<file path="config.mk">
export PLATFORM = sky130hd
export DESIGN_NAME = ssp_port
export DESIGN_NICKNAME = d
export VERILOG_FILES = /design/src/design/ssp_pkg.sv /design/src/design/ssp_port.sv
export VERILOG_INCLUDE_DIRS = /design/src /design/src/design
export SDC_FILE = /design/constraint.sdc
export NUM_CORES = 2
export LEC_CHECK = 0
export BUFFER_PORTS_ARGS = -buffer_cell sky130_fd_sc_hd__buf_2
export CAP_MARGIN = 15
export CORE_MARGIN = 8
export CORE_UTILIZATION = 60
export CTS_CLUSTER_SIZE = 40
export DETAILED_ROUTE_END_ITERATION = 10
export PLACE_DENSITY = 0.78
export SYNTH_ARGS = -nofsm -noshare
export SYNTH_HDL_FRONTEND = slang
export SYNTH_SLANG_ARGS = --single-unit
</file>
<file path="constraint.sdc">
create_clock -name ref_clk -period 2.8 [get_ports ref_clk]
set_input_delay 0.28 -clock ref_clk [delete_from_list [all_inputs] [get_ports ref_clk]]
set_output_delay 0.28 -clock ref_clk [all_outputs]
set_load 0.01 [all_outputs]
</file>
<file path="src/design/ssp_consts.svh">
// Constants for the synthesizer serial programming port
// Functional notes
// - Device captures data input on each serial clock rising edge of the header and of write data bits.
// - Device shifts only while select is low; clock pulses otherwise ignored.
// - Readback output held low during read/write and address bits.
// - Readback data bit changes shortly after each serial clock falling edge.
// - Data input bits during readback data phase never alter registers.
// - Output pin carries readback only when function select is zero, else lock.
// - Output pin is always driven, never high impedance.
`ifndef SSP_CONSTS_SVH
`define SSP_CONSTS_SVH
`define SSP_ADDR_W     7
`define SSP_DATA_W     16
`define SSP_NUM_REGS   128
`define SSP_HDR_BITS   8
`define SSP_FRAME_BITS 24
`define SSP_CNT_W      5
`define SSP_REG_RESET  16'h0000
`endif

</file>
<file path="src/design/ssp_pkg.sv">
// Types for the synthesizer serial programming port
package ssp_pkg;
	typedef enum logic [2:0] {
		SSP_IDLE = 3'b001,
		SSP_HDR  = 3'b010,
		SSP_DATA = 3'b100
	} ssp_state_t;
	typedef struct packed {
		logic        wr_en;
		logic [6:0]  addr;
		logic [15:0] data;
	} ssp_wr_t;
endpackage

</file>
<file path="src/design/ssp_port.sv">
// Serial programming port with register array and readback
`timescale 1ns/100ps
`include "ssp_consts.svh"
module ssp_port import ssp_pkg::*; (
	// Clock and reset
	input  wire logic                      ref_clk,
	input  wire logic                      rst,
	// Serial link pins
	input  wire logic                      serial_clock,
	input  wire logic                      serial_data_in,
	input  wire logic                      chip_select_n,
	// Output pin and its sources
	input  wire logic                      output_pin_function_select,
	input  wire logic                      lock_indicator,
	output logic                           multiplexed_output_pin,
	output logic                           multiplexed_output_pin_oe,
	// Register write strobe to the core
	output ssp_wr_t                        reg_wr
);
	logic [2:0]                  sck_sync_ff;
	logic [1:0]                  din_sync_ff;
	logic [1:0]                  csn_sync_ff;
	logic [1:0]                  sel_sync_ff;
	logic [1:0]                  lock_sync_ff;
	logic                        sck, sck_q, din, csn, sck_rise, sck_fall;
	logic                        rd_msb;
	ssp_state_t                  state_ff, nxt_state;
	logic [`SSP_CNT_W-1:0]       cnt_ff, nxt_cnt;
	logic [`SSP_FRAME_BITS-1:0]  shift_ff, nxt_shift;
	logic                        rd_ff, nxt_rd;
	logic [`SSP_DATA_W-1:0]      rdsh_ff, nxt_rdsh;
	logic                        sdo_ff, nxt_sdo;
	logic                        pin_ff, nxt_pin;
	ssp_wr_t                     wr_ff, nxt_wr;
	logic [`SSP_DATA_W-1:0]      regs [`SSP_NUM_REGS];

	// Counter step for one serial bit
	function automatic logic [`SSP_CNT_W-1:0] ssp_inc(input logic [`SSP_CNT_W-1:0] c);
		return c + 5'h1;
	endfunction

	// Shift register with a new bit at the bottom
	function automatic logic [`SSP_FRAME_BITS-1:0] ssp_shift_in(input logic [`SSP_FRAME_BITS-1:0] s, input logic b);
		return {s[`SSP_FRAME_BITS-2:0], b};
	endfunction

	// Frame still has bits to take
	function automatic logic ssp_frame_open(input logic [`SSP_CNT_W-1:0] c);
		return c != 5'(`SSP_FRAME_BITS);
	endfunction

	// Two-flop input synchronisers
	always_ff @(posedge ref_clk) begin
		if (rst) begin
			sck_sync_ff  <= 3'h0;
			din_sync_ff  <= 2'h0;
			csn_sync_ff  <= 2'h3;
			sel_sync_ff  <= 2'h0;
			lock_sync_ff <= 2'h0;
		end else begin
			sck_sync_ff  <= {sck_sync_ff[1:0], serial_clock};
			din_sync_ff  <= {din_sync_ff[0], serial_data_in};
			csn_sync_ff  <= {csn_sync_ff[0], chip_select_n};
			sel_sync_ff  <= {sel_sync_ff[0], output_pin_function_select};
			lock_sync_ff <= {lock_sync_ff[0], lock_indicator};
		end
	end

	assign sck      = sck_sync_ff[1];
	assign sck_q    = sck_sync_ff[2];
	assign din      = din_sync_ff[1];
	assign rd_msb   = rdsh_ff[`SSP_DATA_W-1];
	assign csn      = csn_sync_ff[1];
	assign sck_rise = sck & ~sck_q;
	assign sck_fall = ~sck & sck_q;

	// Frame sequencer
	always_comb begin
		nxt_state = state_ff;
		nxt_cnt   = cnt_ff;
		nxt_shift = shift_ff;
		nxt_rd    = rd_ff;
		nxt_rdsh  = rdsh_ff;
		nxt_sdo   = sdo_ff;
		nxt_wr    = '0;
		if (csn) begin
			nxt_state = SSP_IDLE;
			nxt_cnt   = '0;
			nxt_sdo   = 1'b0;
			nxt_rd    = 1'b0;
		end else begin
			case (state_ff)
				SSP_IDLE: begin
					nxt_state = SSP_HDR;
					nxt_cnt   = '0;
					nxt_sdo   = 1'b0;
				end
				SSP_HDR: begin
					if (sck_rise) begin
						nxt_shift = ssp_shift_in(shift_ff, din);
						nxt_cnt   = ssp_inc(cnt_ff);
						if (cnt_ff == 5'h0)
							nxt_rd = din;
						if (cnt_ff == 5'(`SSP_HDR_BITS - 1)) begin
							nxt_state = SSP_DATA;
							nxt_rdsh  = regs[{shift_ff[`SSP_ADDR_W-2:0], din}];
						end
					end
					nxt_sdo = 1'b0;
				end
				SSP_DATA: begin
					if (rd_ff) begin
						if (sck_fall) begin
							nxt_sdo  = rd_msb;
							nxt_rdsh = {rdsh_ff[`SSP_DATA_W-2:0], 1'b0};
						end
						if (sck_rise && ssp_frame_open(cnt_ff))
							nxt_cnt = ssp_inc(cnt_ff);
					end else if (sck_rise && ssp_frame_open(cnt_ff)) begin
						nxt_shift = ssp_shift_in(shift_ff, din);
						nxt_cnt   = ssp_inc(cnt_ff);
						if (cnt_ff == 5'(`SSP_FRAME_BITS - 1)) begin
							nxt_wr.wr_en = 1'b1;
							nxt_wr.addr  = shift_ff[`SSP_FRAME_BITS-3:`SSP_DATA_W-1];
							nxt_wr.data  = {shift_ff[`SSP_DATA_W-2:0], din};
						end
					end
				end
				default: nxt_state = SSP_IDLE;
			endcase
		end
		nxt_pin = sel_sync_ff[1] ? lock_sync_ff[1] : nxt_sdo;
	end

	// Frame state registers
	always_ff @(posedge ref_clk) begin
		if (rst) begin
			state_ff <= SSP_IDLE;
			cnt_ff   <= '0;
			shift_ff <= '0;
			rd_ff    <= 1'b0;
			rdsh_ff  <= '0;
			sdo_ff   <= 1'b0;
			pin_ff   <= 1'b0;
			wr_ff    <= '0;
		end else begin
			state_ff <= nxt_state;
			cnt_ff   <= nxt_cnt;
			shift_ff <= nxt_shift;
			rd_ff    <= nxt_rd;
			rdsh_ff  <= nxt_rdsh;
			sdo_ff   <= nxt_sdo;
			pin_ff   <= nxt_pin;
			wr_ff    <= nxt_wr;
		end
	end

	// Register array, written only by completed write frames
	always_ff @(posedge ref_clk) begin
		if (wr_ff.wr_en)
			regs[wr_ff.addr] <= wr_ff.data;
	end

	// Output pin and write strobe
	assign multiplexed_output_pin    = pin_ff;
	assign multiplexed_output_pin_oe = 1'b1;
	assign reg_wr                    = wr_ff;

	// Protocol checks
	a_hdr_low: assert property (@(posedge ref_clk) disable iff (rst)
		(state_ff == SSP_HDR && !sel_sync_ff[1]) |=> !multiplexed_output_pin)
		else $error("Output pin not low during header");
	a_cs_ignore: assert property (@(posedge ref_clk) disable iff (rst)
		csn |=> (state_ff == SSP_IDLE && !wr_ff.wr_en))
		else $error("Activity while select high");
	a_pin_driven: assert property (@(posedge ref_clk) disable iff (rst)
		multiplexed_output_pin_oe)
		else $error("Output pin released");
	a_lock_mode: assert property (@(posedge ref_clk) disable iff (rst)
		sel_sync_ff[1] |=> multiplexed_output_pin == $past(lock_sync_ff[1]))
		else $error("Lock indicator not on pin");
	a_shift_rise: assert property (@(posedge ref_clk) disable iff (rst)
		(state_ff == SSP_HDR && !csn && sck_rise) |=> shift_ff[0] == $past(din))
		else $error("Data not captured on rising edge");
	a_read_nowr: assert property (@(posedge ref_clk) disable iff (rst)
		rd_ff |=> !wr_ff.wr_en)
		else $error("Write during readback");
	a_sdo_fall: assert property (@(posedge ref_clk) disable iff (rst)
		(state_ff == SSP_DATA && rd_ff && !csn && !sck_fall) |=> sdo_ff == $past(sdo_ff))
		else $error("Readback bit changed off falling edge");
	a_wr_width: assert property (@(posedge ref_clk) disable iff (rst)
		nxt_wr.wr_en |-> (cnt_ff == 5'(`SSP_FRAME_BITS - 1) && !rd_ff))
		else $error("Write strobe at wrong bit");
	a_read_hold: assert property (@(posedge ref_clk) disable iff (rst)
		(state_ff == SSP_DATA && rd_ff && !csn) |=> $stable(shift_ff))
		else $error("Shift register changed during readback");
	a_sdo_msb: assert property (@(posedge ref_clk) disable iff (rst)
		(state_ff == SSP_DATA && rd_ff && !csn && sck_fall) |=> sdo_ff == $past(rd_msb))
		else $error("Readback bit not taken from register msb");
	a_idle_low: assert property (@(posedge ref_clk) disable iff (rst)
		(csn && !sel_sync_ff[1]) |=> !multiplexed_output_pin)
		else $error("Output pin not low between frames");
	a_cnt_bound: assert property (@(posedge ref_clk) disable iff (rst)
		cnt_ff <= 5'(`SSP_FRAME_BITS))
		else $error("Bit counter past frame length");
	a_hdr_len: assert property (@(posedge ref_clk) disable iff (rst)
		state_ff == SSP_HDR |-> cnt_ff < 5'(`SSP_HDR_BITS))
		else $error("Header longer than its bit count");
	a_data_len: assert property (@(posedge ref_clk) disable iff (rst)
		state_ff == SSP_DATA |-> cnt_ff >= 5'(`SSP_HDR_BITS))
		else $error("Data phase entered before header done");
	a_rw_capture: assert property (@(posedge ref_clk) disable iff (rst)
		(state_ff == SSP_HDR && cnt_ff == 5'h0 && sck_rise && !csn) |=> rd_ff == $past(din))
		else $error("Read/write bit not taken from first bit");
	a_wr_pulse: assert property (@(posedge ref_clk) disable iff (rst)
		wr_ff.wr_en |=> !wr_ff.wr_en)
		else $error("Write strobe longer than one cycle");

	// Scenario covers
	c_write: cover property (@(posedge ref_clk) disable iff (rst) wr_ff.wr_en);
	c_read: cover property (@(posedge ref_clk) disable iff (rst) rd_ff && state_ff == SSP_DATA && sck_fall);
	c_abort: cover property (@(posedge ref_clk) disable iff (rst) state_ff == SSP_HDR && csn);
	c_lock: cover property (@(posedge ref_clk) disable iff (rst) sel_sync_ff[1] && lock_sync_ff[1]);
	c_ignore: cover property (@(posedge ref_clk) disable iff (rst) csn && sck_rise);
endmodule

</file>
==> impl_metrics.env <==
export IMPL_cpLargestDelayFamily="simple AND/OR/NAND/NOR gates"
export IMPL_detail_route_iter0_violations=6744
export IMPL_finalCritPeriodShare_pct=102
export IMPL_grt_ovfl_total=0
export IMPL_ios=33
export IMPL_drv_cap=0
export IMPL_crit_buf_inv=2
export IMPL_grt_start_max_net_pins=77
export IMPL_setup_ws_ns=-0.0556
export IMPL_dieWidth_um=387
export IMPL_avgSynthCellArea_sq_um=20.3
export IMPL_internal_power_mw=50.0
export IMPL_clock_sinks=2132
export IMPL_finalMaxSlewViolations=0
export IMPL_final_cells=6480
export IMPL_cts_buffer_depth=3
export IMPL_cts_buffers=201
export IMPL_clk_pin_slew_ns=0.07
export IMPL_hold_violations=0
export IMPL_start_util_pct=60.2
export IMPL_ys_seq_elements=2132
export IMPL_netlist_area_sq_um=82500
export IMPL_grt_use_total_pct=29.8
export IMPL_syn_inst=4060
export IMPL_syn_nets=4069
export IMPL_crit_type="reg -> reg"
export IMPL_crit_chain="buf_12 > buf_4 > mux2i_1 > o22ai_2 > a211oi_1 > nor3_2 > nand4_1 > o31ai_1"
export IMPL_ys_warn_count=0
export IMPL_drtAntennaViolNets=0
export IMPL_ys_flop_type="edfxtp_1"
export IMPL_yosys_mux_area_fraction_pct=14.5
export IMPL_routabilityCongestion=0.989
export IMPL_period_minus_slack_ns=2.86
export IMPL_ys_types=62
export IMPL_p_per_area_nw_per_um2=659
export IMPL_max_slew_margin_rel_pct=37.9
export IMPL_cp_max_fo=20
export IMPL_synth_edff_count=2048
export IMPL_synth_top_family_by_area="multiplexers"
export IMPL_row_count=136
export IMPL_fmax_ghz=0.350
export IMPL_synth_compound_area_share_pct=3.37
export IMPL_grt_pass1_wl_um=321000
export IMPL_die_h_um=387
export IMPL_place_area_sq_um=87700
export IMPL_synthXorXnorAreaFrac_pct=0.0318
export IMPL_wl_um=228000
export IMPL_cp_start_kind="flip-flop"
export IMPL_worst_pin_slew_ns=0.931
export IMPL_dpl_cell_count=6091
export IMPL_power_share_switching_pct=19.8
export IMPL_setup_viol=1
export IMPL_via_count=45100
export IMPL_hold_class="in -> reg"
export IMPL_power_frac_seq_pct=55.2
export IMPL_synthArstFlopShare_pct=0
export IMPL_cts_tree="yes"
export IMPL_nNetsFinal=4522
export IMPL_crit_path_end_kind="flip-flop"
export IMPL_finClkSkew_ns=0.0519
export IMPL_fin_area_sq_um=94600
export IMPL_ir_drop_mv=0.766
export IMPL_share_comb_of_total_power_pct=0.9
export IMPL_outcome="complete, but fails checks"
export IMPL_cpPeakStageDelay_ns=0.47
export IMPL_slowest_stage="nor3_2"
export IMPL_clkPwrFrac_pct=43.9
export IMPL_wire_per_inst_um=35.3
export IMPL_drive_above_1_share_pct=27.0
export IMPL_violations="negative setup slack"
export IMPL_dr_pass1_iters=6
export IMPL_worstSkewPairLatency_ns=0.85
export IMPL_die_area_sq_um=150000
export IMPL_first_global_vias=44300
export IMPL_power_leakage_nw=25.6
export IMPL_cts_root_buf="clkbuf_16"
export IMPL_core_area_sq_um=137000
export IMPL_synth_fa_ha_area_share_pct=0.0303
export IMPL_worstPathRequired_ns=3.56
export IMPL_htree_levels=4
export IMPL_switching_power_mw=12.3
export IMPL_yosysSeqAreaShare_pct=76.6
export IMPL_synthSimpleGateAreaFrac_pct=3.62
export IMPL_grt_antenna_before_repair=7
export IMPL_syn2layout_area_growth_pct=14.6
export IMPL_vias_per_cell=6.96
export IMPL_port_buffers=31
export IMPL_dpl_hpwl_um=139000
export IMPL_cp_arrival_ns=3.61
export IMPL_rsz0062_at_grt="true"
export IMPL_drc_errors=0
## power groups by stage
stage               registers, mW  logic [mW]  clock network [mW]
floorplan                    35.1       0.413                   0
global placement             35.1       0.517                   0
detailed placement           35.1       0.520                   0
CTS                          34.4       0.538                27.5
global route                 34.4       0.563                28.7
finish                       34.4       0.537                27.4
## cells in the mapped netlist, types with 28 or more instances
| cell type | n | area [sq um] |
|---|---|---|
| a211oi_1 | 39 | 293 |
| buf_6 | 34 | 383 |
| o22ai_1 | 79 | 494 |
| nor3_1 | 92 | 460 |
| dfxtp_1 | 84 | 1680 |
| o221ai_1 | 40 | 350 |
| edfxtp_1 | 2048 | 61500 |
| nand2_1 | 113 | 424 |
| nor2_1 | 185 | 694 |
| a21oi_1 | 40 | 200 |
| buf_4 | 37 | 278 |
| mux2i_1 | 277 | 2770 |
| nor2b_1 | 40 | 250 |
| mux4_2 | 394 | 8870 |
| buf_2 | 59 | 295 |
| o21ai_0 | 46 | 230 |
| clkbuf_1 | 83 | 312 |
| a22oi_1 | 28 | 210 |
| nand3_1 | 56 | 280 |
## final timing paths
kind | from | end | slack, ns | cells past startpoint
hold / removal | rst | state_ff[1] | 0.32 | 4
setup reg to reg | din_sync_ff[1] | rdsh_ff[14] | -0.06 | 8
hold reg to reg | csn_sync_ff[0] | csn_sync_ff[1] | 0.42 | 1
setup / recovery | din_sync_ff[1] | rdsh_ff[14] | -0.06 | 8
## timing repair
item | in CTS | in global routing
endpoints found under the hold margin | 16 | 0
gates resized for setup | 5 | 26
hold buffers | 10 | 0
pin swaps | 1 | 1
setup buffers | 1 | 2
setup endpoints to repair | 4 | 10
cloned | 0 | 0
## sequential cells by signal, summed over array words and instances, names as in the netlist, 3 cells and up
signal       cells
regs          2048
sck_sync_ff      3
cnt_ff           5
shift_ff        22
reg_wr          24
rdsh_ff         16
state_ff         3
## through the flow
step                setup WS [ns]  utilization (%)  hold WS [ns]  TNS [ns]  power [mW]
floorplan                   0.237                -         0.384         0        35.5
CTS                       -0.0156             68.9         0.290   -0.0156        62.4
global route              -0.0571             69.0         0.314   -0.0571        63.6
global placement           -0.140             64.0         0.394    -0.213        35.6
finish                    -0.0556             69.0         0.322   -0.0556        62.3
detailed placement         -0.184             64.0         0.394    -0.386        35.6
## final cells by class
cell class | instances | area (sq um)
diodes | 3 | 7.51
clock buffers | 229 | 5160
clock inverters | 144 | 1470
fillers | 8033 | 42400
inverters | 6 | 22.5
multi-input cells | 1686 | 18000
flip-flops and latches | 2132 | 63300
well taps | 1794 | 2240
repair buffers | 486 | 4410
## cells by family after synthesis
group | after synthesis
simple gates | 615
buf+inv | 242
xor+xnor | 3
other cells | 1
mux | 683
flops | 2132
compound gates | 382
fa+ha+maj | 2
## cell usage in the layout, fill, tap and decap left out, types with 10 or more instances in the layout
master and count:
a211oi_1 38, a21oi_1 40, a22oi_1 28, a31oi_1 23, and2_1 25, buf_12 63, buf_2 31, buf_4 380
bufinv_16 22, clkbuf_1 27, clkbuf_16 202, clkinv_1 51, clkinv_2 39, dfxtp_1 64, dfxtp_4 20, dlygate4sd3_1 10
edfxtp_1 2048, mux2i_1 276, mux4_1 11, mux4_2 394, nand2_1 113, nand3_1 54, nand4_1 21, nor2_1 181
nor2b_1 40, nor3_1 77, nor3_2 15, nor4_1 19, o21ai_0 46, o221ai_1 40, o22ai_1 77, o22ai_2 10
o32ai_1 20, or3_1 10
## tightest hold or removal path, delay by kind of cell
family                 cells  cell delay [ns]
AND/OR/NAND/NOR            1             0.06
buffers and inverters      2             0.65
AO/OA/AOI/OAI              1             0.12
## metal layers
layer  share of wire [%]  up-vias  global-route usage, %
met5               0.013        -                      0
met4                 5.7        4                   14.2
met3                  12      629                   7.33
met2                  48     3611                   47.4
met1                  35    23100                   39.1
li1                    -    17800                      -
No activity file was read; power rests on OpenSTA's default activity.
